<file path="src/rchc_pkg.sv">
// Shared constants and types for the reset, clock and halt control block
package rchc_pkg;

   // Clock rates
   localparam int CLK_HZ  = 40_000_000;
   localparam int CLK_MHZ = CLK_HZ / 1_000_000;
   localparam int OSC_HZ  = 2_000_000;
   localparam int OSC_DIV = CLK_HZ / OSC_HZ;

   // Source edges per instruction tick for each clock source
   localparam int DIV_INT = 2;
   localparam int DIV_SQR = 1;
   localparam int DIV_EXT = 4;

   // Start-up delays in microseconds and in clock cycles
   localparam int WAKE_DLY_US  = 1000;
   localparam int RST_DLY_US   = 1000;
   localparam int WAKE_DLY_CYC = WAKE_DLY_US * CLK_MHZ;
   localparam int RST_DLY_CYC  = RST_DLY_US * CLK_MHZ;

   // Register bus
   localparam int ADDR_W = 4;
   localparam int DATA_W = 8;
   localparam logic [ADDR_W-1:0] REG_PDC  = 4'h0;
   localparam logic [ADDR_W-1:0] REG_PMC  = 4'h1;
   localparam logic [ADDR_W-1:0] REG_INIT = 4'h2;
   localparam logic [ADDR_W-1:0] REG_STAT = 4'h3;

   // Field positions
   localparam int PDC_HALT_BIT = 0;
   localparam int STAT_WOKE_BIT = 4;
   localparam int STAT_STATE_LSB = 5;

   localparam logic [DATA_W-1:0] RD_ZERO = 8'h00;

   typedef enum logic [1:0] {
      CM_INT,
      CM_SQR,
      CM_XTAL,
      CM_RC
   } rchc_clock_source_select_t;

   typedef enum logic [2:0] {
      ST_HOLD,
      ST_START,
      ST_RUN,
      ST_HALT,
      ST_WAKE
   } rchc_state_t;

   typedef struct packed {
      rchc_clock_source_select_t clock_source_select;
      logic        brownout_enable_bit;
   } rchc_init_t;

   typedef struct packed {
      logic ext;
      logic wdt;
      logic bor;
      logic por;
   } rchc_src_t;

   typedef struct packed {
      logic [ADDR_W-1:0] addr;
      logic [DATA_W-1:0] wdata;
      logic              wr;
      logic              rd;
   } rchc_bus_t;

   localparam rchc_init_t INIT_RST = '{clock_source_select: CM_INT, brownout_enable_bit: 1'b0};
   localparam rchc_src_t  SRC_NONE = '{ext: 1'b0, wdt: 1'b0, bor: 1'b0, por: 1'b0};

endpackage

</file>
<file path="src/rchc_clk_div.sv">
// Oscillator model and instruction clock enable divider
`timescale 1ns/1ps

module rchc_clk_div
   import rchc_pkg::*;
#(
   parameter int OSC_CYC = OSC_DIV
) (
   input  wire logic        clk,
   input  wire logic        nrst,
   input  wire logic        osc_en,
   input  wire rchc_clock_source_select_t clk_sel,
   input  wire logic        cki_rise,
   output logic             tick_ff
);

   localparam int OW = $clog2(OSC_CYC + 1);

   generate
      if (OSC_CYC < 1) begin : g_chk
         $error("OSC_CYC must be at least one");
      end
   endgenerate

   logic [OW-1:0] osc_cnt_ff;
   logic          osc_tick_ff;
   logic [1:0]    edge_cnt_ff;
   logic [1:0]    edge_last;
   logic          src_pulse;

   // Internal 2 MHz oscillator, stopped when disabled
   always_ff @(posedge clk) begin
      if (!nrst || !osc_en) begin
         osc_cnt_ff  <= '0;
         osc_tick_ff <= 1'b0;
      end else if (osc_cnt_ff == OW'(OSC_CYC - 1)) begin
         osc_cnt_ff  <= '0;
         osc_tick_ff <= 1'b1;
      end else begin
         osc_cnt_ff  <= osc_cnt_ff + 1'b1;
         osc_tick_ff <= 1'b0;
      end
   end

   always_comb begin
      case (clk_sel)
         CM_INT:  begin src_pulse = osc_tick_ff; edge_last = 2'(DIV_INT - 1); end
         CM_SQR:  begin src_pulse = cki_rise;    edge_last = 2'(DIV_SQR - 1); end
         default: begin src_pulse = cki_rise;    edge_last = 2'(DIV_EXT - 1); end
      endcase
   end

   always_ff @(posedge clk) begin
      if (!nrst) begin
         edge_cnt_ff <= '0;
         tick_ff     <= 1'b0;
      end else if (src_pulse && edge_cnt_ff >= edge_last) begin
         edge_cnt_ff <= '0;
         tick_ff     <= 1'b1;
      end else begin
         edge_cnt_ff <= src_pulse ? edge_cnt_ff + 1'b1 : edge_cnt_ff;
         tick_ff     <= 1'b0;
      end
   end

endmodule

</file>
<file path="src/rchc_top.sv">
// Reset sequencer, clock source control and halt control
`timescale 1ns/1ps

// How it works
// - Brownout low holds reset; sequence starts after supply returns.
// - After the reset sequence the core is released to fetch and run.
// - Brownout acts only when enabled; enable is set only in programming mode.
// - Once enabled, brownout stays active every power-up; software cannot clear it.
// - Enable cleared only in programming mode with write protect off.
// - Any reset sequence returns I/O registers to reset, pins high-impedance.
// - System clock restarts only after the clock start-up delay.
// - Power-on, brownout, watchdog or external pin each start a reset.
// - Internal clock is the 2 MHz oscillator divided by two.
// - Oscillator runs after power-up except in halt or external clock.
// - Clock select: 00 internal, 01 square, 10 crystal, 11 RC.
// - Crystal and RC divided by four; square clock used undivided.
// - Writing one to halt bit enters halt; bit is write-only, self-clearing.
// - Halt stops oscillator, low battery and brownout detectors.
// - Only the multi-input wakeup or a power-on, watchdog or external reset leaves halt.
// - After wakeup a 1 ms start-up delay precedes execution.
module rchc_top
   import rchc_pkg::*;
#(
   parameter int RST_CYC  = RST_DLY_CYC,
   parameter int WAKE_CYC = WAKE_DLY_CYC
) (
   input  wire logic              clk,
   input  wire logic              nrst,
   input  wire rchc_bus_t         bus,
   output logic [DATA_W-1:0]      rdata_ff,
   input  wire logic              por_pin,
   input  wire logic              bod_low_pin,
   input  wire logic              ext_rst_n_pin,
   input  wire logic              wdt_rst,
   input  wire logic              prog_mode_pin,
   input  wire logic              global_write_protect,
   input  wire logic              prog_init_wr,
   input  wire rchc_init_t        prog_init_data,
   input  wire logic              multi_input_wakeup,
   input  wire logic              clock_input_pin,
   output logic                   core_rst_ff,
   output logic                   io_rst_ff,
   output logic                   core_run_ff,
   output logic                   instr_tick_ff,
   output logic                   osc_en_ff,
   output logic                   bod_en_ff,
   output logic                   lbd_en_ff,
   output logic                   halted_ff
);

   localparam int DLY_MAX = (RST_CYC > WAKE_CYC) ? RST_CYC : WAKE_CYC;
   localparam int DLY_W   = $clog2(DLY_MAX + 1);

   generate
      if (RST_CYC < 1 || WAKE_CYC < 1) begin : g_chk
         $error("Start-up delays must be at least one cycle");
      end
   endgenerate

   // Pin synchroniser lanes
   localparam int PIN_POR  = 0;
   localparam int PIN_BOD  = 1;
   localparam int PIN_EXT  = 2;
   localparam int PIN_PROG = 3;
   localparam int PIN_CKI  = 4;
   localparam int NPIN     = 5;

   logic [NPIN-1:0] pin_raw;
   logic [NPIN-1:0] s1_ff;
   logic [NPIN-1:0] s2_ff;
   logic [NPIN-1:0] s3_ff;
   logic [NPIN-1:0] pin_f_ff;
   logic            cki_d_ff;
   logic            cki_rise;
   logic            div_tick;

   rchc_state_t     state_ff;
   logic [DLY_W-1:0] dly_cnt_ff;
   rchc_init_t      init_ff;
   rchc_src_t       cause_ff;
   rchc_src_t       src;
   logic            woke_ff;
   logic            rst_req;
   logic            halt_wr;
   logic            pmc_wr;
   logic            stat_wr;
   logic            in_halt;

   assign pin_raw = {clock_input_pin, prog_mode_pin, ~ext_rst_n_pin, bod_low_pin, por_pin};

   // Three-stage synchronisers; value accepted when stages two and three agree
   genvar gi;
   generate
      for (gi = 0; gi < NPIN; gi++) begin : g_sync
         always_ff @(posedge clk) begin
            if (!nrst) begin
               s1_ff[gi]    <= 1'b0;
               s2_ff[gi]    <= 1'b0;
               s3_ff[gi]    <= 1'b0;
               pin_f_ff[gi] <= 1'b0;
            end else begin
               s1_ff[gi] <= pin_raw[gi];
               s2_ff[gi] <= s1_ff[gi];
               s3_ff[gi] <= s2_ff[gi];
               if (s2_ff[gi] == s3_ff[gi]) begin
                  pin_f_ff[gi] <= s3_ff[gi];
               end
            end
         end
      end
   endgenerate

   assign in_halt = (state_ff == ST_HALT);

   always_comb begin
      src     = SRC_NONE;
      src.por = pin_f_ff[PIN_POR];
      // brownout only when enabled and awake
      src.bor = pin_f_ff[PIN_BOD] && init_ff.brownout_enable_bit && !in_halt;
      src.wdt = wdt_rst;
      src.ext = pin_f_ff[PIN_EXT];
   end

   assign rst_req = |src;

   assign halt_wr = bus.wr && bus.addr == REG_PDC && bus.wdata[PDC_HALT_BIT];
   assign pmc_wr  = bus.wr && bus.addr == REG_PMC;
   assign stat_wr = bus.wr && bus.addr == REG_STAT;

   // Reset, halt and start-up sequence
   always_ff @(posedge clk) begin
      if (!nrst) begin
         state_ff   <= ST_HOLD;
         dly_cnt_ff <= '0;
      end else if (rst_req) begin
         // held while any source is active
         state_ff   <= ST_HOLD;
         dly_cnt_ff <= '0;
      end else begin
         case (state_ff)
            ST_HOLD: begin
               state_ff   <= ST_START;
               dly_cnt_ff <= DLY_W'(RST_CYC - 1);
            end
            ST_START: begin
               if (dly_cnt_ff == '0) begin
                  state_ff <= ST_RUN;
               end else begin
                  dly_cnt_ff <= dly_cnt_ff - 1'b1;
               end
            end
            ST_RUN: begin
               if (halt_wr) begin
                  state_ff <= ST_HALT;
               end
            end
            ST_HALT: begin
               if (multi_input_wakeup) begin
                  state_ff   <= ST_WAKE;
                  dly_cnt_ff <= DLY_W'(WAKE_CYC - 1);
               end
            end
            ST_WAKE: begin
               if (dly_cnt_ff == '0) begin
                  state_ff <= ST_RUN;
               end else begin
                  dly_cnt_ff <= dly_cnt_ff - 1'b1;
               end
            end
            default: begin
               state_ff <= ST_HOLD;
            end
         endcase
      end
   end

   // Initialisation register, written only through the programming port
   always_ff @(posedge clk) begin
      if (!nrst) begin
         init_ff <= INIT_RST;
      end else if (prog_init_wr && pin_f_ff[PIN_PROG]) begin
         init_ff.clock_source_select <= prog_init_data.clock_source_select;
         // enable set only in programming mode
         if (prog_init_data.brownout_enable_bit) begin
            init_ff.brownout_enable_bit <= 1'b1;
         end else if (!global_write_protect) begin
            init_ff.brownout_enable_bit <= 1'b0;
         end
      end
   end

   // Sticky reset causes, cleared by writing ones; a new cause wins
   always_ff @(posedge clk) begin
      if (!nrst) begin
         cause_ff <= SRC_NONE;
      end else begin
         cause_ff <= (cause_ff & ~(stat_wr ? bus.wdata[3:0] : 4'h0)) | src;
      end
   end

   // wake flag cleared by power mode clear write; wakeup wins
   always_ff @(posedge clk) begin
      if (!nrst) begin
         woke_ff <= 1'b0;
      end else if (in_halt && multi_input_wakeup) begin
         woke_ff <= 1'b1;
      end else if (pmc_wr) begin
         woke_ff <= 1'b0;
      end
   end

   // Register reads, data valid only in the cycle after the strobe
   always_ff @(posedge clk) begin
      if (!nrst) begin
         rdata_ff <= RD_ZERO;
      end else if (bus.rd) begin
         case (bus.addr)
            // halt bit write-only, bit 1 zero
            REG_PDC:  rdata_ff <= RD_ZERO;
            REG_PMC:  rdata_ff <= RD_ZERO;
            REG_INIT: rdata_ff <= DATA_W'(init_ff);
            REG_STAT: rdata_ff <= {state_ff[2:0], woke_ff, cause_ff};
            default:  rdata_ff <= RD_ZERO;
         endcase
      end else begin
         rdata_ff <= RD_ZERO;
      end
   end

   // Synchronised clock input edge
   always_ff @(posedge clk) begin
      if (!nrst) begin
         cki_d_ff <= 1'b0;
      end else begin
         cki_d_ff <= pin_f_ff[PIN_CKI];
      end
   end

   assign cki_rise = pin_f_ff[PIN_CKI] && !cki_d_ff;

   rchc_clk_div #(
      .OSC_CYC (OSC_DIV)
   ) u_div (
      .clk      (clk),
      .nrst     (nrst),
      .osc_en   (osc_en_ff),
      .clk_sel  (init_ff.clock_source_select),
      .cki_rise (cki_rise),
      .tick_ff  (div_tick)
   );

   // Sequence outputs
   always_ff @(posedge clk) begin
      if (!nrst) begin
         core_rst_ff   <= 1'b1;
         io_rst_ff     <= 1'b1;
         core_run_ff   <= 1'b0;
         instr_tick_ff <= 1'b0;
         halted_ff     <= 1'b0;
      end else begin
         io_rst_ff     <= rst_req || state_ff == ST_HOLD;
         core_rst_ff   <= rst_req || state_ff == ST_HOLD || state_ff == ST_START;
         core_run_ff   <= !rst_req && state_ff == ST_RUN;
         instr_tick_ff <= !rst_req && state_ff == ST_RUN && div_tick;
         halted_ff     <= in_halt;
      end
   end

   always_ff @(posedge clk) begin
      if (!nrst) begin
         osc_en_ff <= 1'b1;
         bod_en_ff <= 1'b0;
         lbd_en_ff <= 1'b1;
      end else begin
         osc_en_ff <= !in_halt && init_ff.clock_source_select == CM_INT;
         bod_en_ff <= !in_halt && init_ff.brownout_enable_bit;
         lbd_en_ff <= !in_halt;
      end
   end
endmodule

</file>
<file path="config.mk">
export PLATFORM = sky130hd
export DESIGN_NAME = rchc_top
export DESIGN_NICKNAME = d
export VERILOG_FILES = /design/src/rchc_pkg.sv /design/src/rchc_clk_div.sv /design/src/rchc_top.sv
export SDC_FILE = /design/constraint.sdc
export NUM_CORES = 1
export LEC_CHECK = 0
export BUFFER_PORTS_ARGS = -buffer_cell sky130_fd_sc_hd__clkbuf_2
export CAP_MARGIN = 25
export CORE_ASPECT_RATIO = 1.1
export CORE_MARGIN = 5
export CORE_UTILIZATION = 43
export CTS_BUF_LIST = sky130_fd_sc_hd__clkbuf_8
export DETAILED_ROUTE_END_ITERATION = 12
export HOLD_SLACK_MARGIN = 0.03
export PLACE_DENSITY_LB_ADDON = 0.08
export SETUP_SLACK_MARGIN = 0.4
export SYNTH_ARGS = -nofsm -noshare
export SYNTH_HDL_FRONTEND = slang
export SYNTH_SLANG_ARGS = --single-unit
</file>
<file path="constraint.sdc">
create_clock -name clk -period 2.95 [get_ports clk]
set_input_delay 0.1475 -clock clk [delete_from_list [all_inputs] [get_ports clk]]
set_output_delay 0.1475 -clock clk [all_outputs]
set_load 0.05 [all_outputs]
</file>
==> impl_metrics.csv <==
group,metric,value,unit
cells_and_area,finish.cell_count_without_fillers,448,
timing,worst_slew_pin_slew,0.616,ns
floorplan,core,6630,um^2
clock_network,path_clk_slew,0.08,ns
logic_synthesis,main_combinational_cell_family_by_area_after_synthesis,"simple AND/OR/NAND/NOR gates",
setup_path,timing.setup.critical_path_class,"reg -> reg",
floorplan,die_y,96.9,um
logic_synthesis,synth_sequential_area_ratio,49.5,%
grt,pin_count_of_the_biggest_net_entering_global_routing,39,
logic_synthesis,synth-async-reset-ratio,0,%
timing,fin_setup_tns,0,ns
setup_path,slowest_delay,0.53,ns
timing,fmax,0.479,GHz
power_and_ir_drop,pwr_density_cell,593,nW/um^2
grt,grt_usage,15.4,%
logic_synthesis,synth_simple_gate_area_share,25.6,%
placement,port_buffers,39,
setup_path,worstPathArrival,2.36,ns
logic_synthesis,synth-adder-area-share,1.69,%
setup_path,worstPathCellList,"inv_1, ha_1, nor3b_1, nand4_1, or4_1, a31oi_1",
timing,final.hold.worst_slack,0.0504,ns
setup_path,timing.rr.end,"dly_cnt_ff[12]",
worst_hold_path,timing.hold.worst_endpoint,"cause_ff[2]",
run_status,outcome,"finished, final reports clean",
setup_path,endpoint_kind,"register",
timing,worst_clock_skew,0.00626,ns
setup_path,critPathMaxFanout,6,
worst_hold_path,min-delay-path-class,"in -> reg",
logic_synthesis,post_synthesis_net_count,348,
grt,grt_antenna_before_repair,0,
logic_synthesis,mappedNetlistArea,2950,um^2
logic_synthesis,synthDistinctLibCells,52,
setup_path,timing.reg2reg.setup_slack,0.86,ns
routing,detail_route.wirelength,6090,um
routing,post_drt_wl_per_cell,13.6,um
floorplan,die_width,89.0,um
floorplan,io_pins,44,
logic_synthesis,ys_ff_latch,73,
clock_network,clk_path_buf_depth,2,
logic_synthesis,area_fraction_in_compound_gates_after_synthesis,16.1,%
routing,drcViolationCount,0,
timing,period_share,70.7,%
logic_synthesis,synth_xor_area_share,1.19,%
routing,route.antenna.remaining_nets,0,
cells_and_area,antenna_cells,0,
cells_and_area,syn2layout_area_growth,18.5,%
clock_network,cts_root_buf,"sky130_fd_sc_hd__clkbuf_8",
floorplan,core.rowCount,31,
placement,dpl.cell_count,427,
setup_path,worst_ep_required_time,3.22,ns
flow_run,max_capacitance_violation_count,0,
timing,timing_max_transition_violations_final,0,
setup_path,crit_path_start_kind,"register",
timing,final-setup-viol-count,0,
clock_network,htreeDepth,3,
placement,dp_hpwl,4340,um
logic_synthesis,synth_enable_flop_cells,0,
clock_network,cts_post_setup_buffers_inserted,0,
setup_path,crit_path_top_delay_cell,"sky130_fd_sc_hd__or4_1",
worst_hold_path,min_path_cells,2,
routing,detail_route.vias_per_cell,5.28,
routing,drt_first_iter_violations,74,
routing,drt-pass1-iter-count,4,
routing,num_vias,2367,
timing,grt_setup_unrepaired,"false",
setup_path,rr_startpoint,"dly_cnt_ff[0]",
timing,finalCriticalPeriod,2.09,ns
logic_synthesis,synth.avg_cell_area,9.34,um^2
cells_and_area,layout_common_cells,"sky130_fd_sc_hd__dfxtp_1, sky130_fd_sc_hd__clkbuf_2, sky130_fd_sc_hd__nor2_1, sky130_fd_sc_hd__nand2_1, sky130_fd_sc_hd__and2_1",
logic_synthesis,synth_flop_cell,"sky130_fd_sc_hd__dfxtp_1",
grt,grt_pass1_wl,10600,um
logic_synthesis,post_synth_inst_count,316,
timing,worst_rel_slew_slack,59.0,%
power_and_ir_drop,total_power,2.07,mW
clock_network,clock-sinks,73,
setup_path,reg2regPathDepth,6,
clock_network,cts-buffers-inserted,9,
clock_network,worst_skew_pair.late_latency,0.34,ns
clock_network,cts_tree,"yes",
cells_and_area,final_layout_size_suffix_gt1_share,18.9,%
placement,globalplace.congestion,0.807,
grt,total_gr_overflow,0,
cells_and_area,utilization,52.7,%
cells_and_area,leading_cell_type_in_the_layout_fill_and_taps_excluded,"sky130_fd_sc_hd__dfxtp_1",
timing,finalHoldViolations,0,
logic_synthesis,share_of_synthesized_area_spent_on_multiplexers,2.71,%
worst_hold_path,hold_start,"wdt_rst",
power_and_ir_drop,power.leakage,1.36,nW
floorplan,initial_core_util,44.5,%
logic_synthesis,ys_warn_count,0,
power_and_ir_drop,ir_worst_vdd,0.329,mV
floorplan,die_area,8630,um^2
cells_and_area,fillCellCount,636,
cells_and_area,nets,393,
grt,grt_pass1_vias,2297,
-- registers in the layout, summed over array words and instances (netlist names) --
name,flops
woke_ff,1
pin_f_ff,5
u_div.tick_ff,1
osc_en_ff,1
cki_d_ff,1
halted_ff,1
io_rst_ff,1
s1_ff,5
s3_ff,5
rdata_ff,8
dly_cnt_ff,16
core_run_ff,1
core_rst_ff,1
u_div.edge_cnt_ff,2
cause_ff,4
bod_en_ff,1
init_ff,3
u_div.osc_tick_ff,1
s2_ff,5
lbd_en_ff,1
u_div.osc_cnt_ff,5
instr_tick_ff,1
state_ff,3
-- Yosys cell counts, types with 2 or more instances --
master	count	share of area, %
sky130_fd_sc_hd__nand4_1	5	1.1
sky130_fd_sc_hd__o21ai_0	15	2.5
sky130_fd_sc_hd__xnor2_1	2	0.59
sky130_fd_sc_hd__a311oi_1	4	1.2
sky130_fd_sc_hd__ha_1	4	1.7
sky130_fd_sc_hd__a31oi_1	5	1.1
sky130_fd_sc_hd__nor3b_1	2	0.51
sky130_fd_sc_hd__a21boi_0	15	3.8
sky130_fd_sc_hd__and2_1	19	4.0
sky130_fd_sc_hd__a21oi_1	7	1.2
sky130_fd_sc_hd__nor3_1	3	0.51
sky130_fd_sc_hd__clkbuf_1	11	1.4
sky130_fd_sc_hd__dfxtp_1	73	49
sky130_fd_sc_hd__a211oi_1	3	0.76
sky130_fd_sc_hd__or4b_1	2	0.68
sky130_fd_sc_hd__nand2b_1	2	0.42
sky130_fd_sc_hd__o311a_1	2	0.68
sky130_fd_sc_hd__nor4b_1	3	0.89
sky130_fd_sc_hd__nor3_2	2	0.68
sky130_fd_sc_hd__nor4_2	2	0.85
sky130_fd_sc_hd__inv_1	13	1.7
sky130_fd_sc_hd__or2_2	3	0.64
sky130_fd_sc_hd__nor2_1	25	3.2
sky130_fd_sc_hd__o31ai_1	2	0.51
sky130_fd_sc_hd__nor4_1	5	1.1
sky130_fd_sc_hd__or3_1	7	1.5
sky130_fd_sc_hd__or4_1	5	1.3
sky130_fd_sc_hd__o21a_1	5	1.3
sky130_fd_sc_hd__xor2_1	2	0.59
sky130_fd_sc_hd__mux2i_1	8	2.7
sky130_fd_sc_hd__nand2_1	23	2.9
sky130_fd_sc_hd__nor2b_1	2	0.42
sky130_fd_sc_hd__and4_1	2	0.59
sky130_fd_sc_hd__nand3_1	15	2.5
-- where the power goes --
| group | switching (mW) | internal, mW |
|---|---|---|
| clock network | 0.377 | 0.500 |
| logic | 0.0907 | 0.0729 |
| registers | 0.0235 | 1.01 |
-- worst max-delay path, delay by kind of cell (launching register included) --
| family | cells | cell delay [ns] |
|---|---|---|
| AO/OA/AOI/OAI | 1 | 0.16 |
| adder cells (fa/ha/maj) | 1 | 0.20 |
| flip-flops | 1 | 0.35 |
| AND/OR/NAND/NOR | 3 | 1.23 |
| buffers and inverters | 1 | 0.07 |
-- final cells by class --
class	instances	area [um^2]	area share, %
flip-flops and latches	73	1460	41.8
multi-input cells	218	1400	39.9
repair buffers	46	260	7.44
clock buffers	10	138	3.93
well taps	82	103	2.93
clock inverters	6	91.3	2.61
inverters	13	48.8	1.39
-- per-layer routing --
metal	routed length [um]	up-vias	share of wire [%]	global-route usage [%]
li1	-	1225	-	-
met1	2750	1103	45	19.6
met2	3030	29	50	24.6
met3	191	10	3.1	2.89
met4	119	0	2.0	7.56
met5	0	-	0	0
-- logic make-up after synthesis --
kind of cell               Yosys count
and+or+nand+nor                    133
DFF                                 73
AOI/OAI and AO/OA                   69
buffers and inverters               25
muxes                                8
xor gates and xnor gates             4
adders and majority gates            4
-- metrics by stage --
stage,cell area (um^2),setup WS (ns)
2_1_floorplan,2950,1.14
3_3_place_gp,3220,0.933
3_5_place_dp,3220,0.877
4_1_cts,3500,0.855
5_1_grt,3500,0.592
6_report,3500,0.863
-- how the worst max path moves through the flow --
stage / startpoint / to / slack [ns] / cells past startpoint
final: dly_cnt_ff[0] / dly_cnt_ff[12] / 0.86 / 6
after global routing: dly_cnt_ff[0] / dly_cnt_ff[10] / 0.59 / 6
after CTS: dly_cnt_ff[0] / dly_cnt_ff[12] / 0.85 / 6
after detailed placement: dly_cnt_ff[0] / dly_cnt_ff[12] / 0.88 / 6
after global placement: dly_cnt_ff[0] / dly_cnt_ff[12] / 0.93 / 6
after floorplan: init_ff[2] / u_div.edge_cnt_ff[1] / 1.14 / 7
-- repair_timing --
action,4_1_cts,5_1_grt
setup endpoints to repair,0,0
resized for setup,0,0
endpoints found under the hold margin,5,0
hold buffers,5,0
Note: power is estimated with default switching activity, not from simulation.
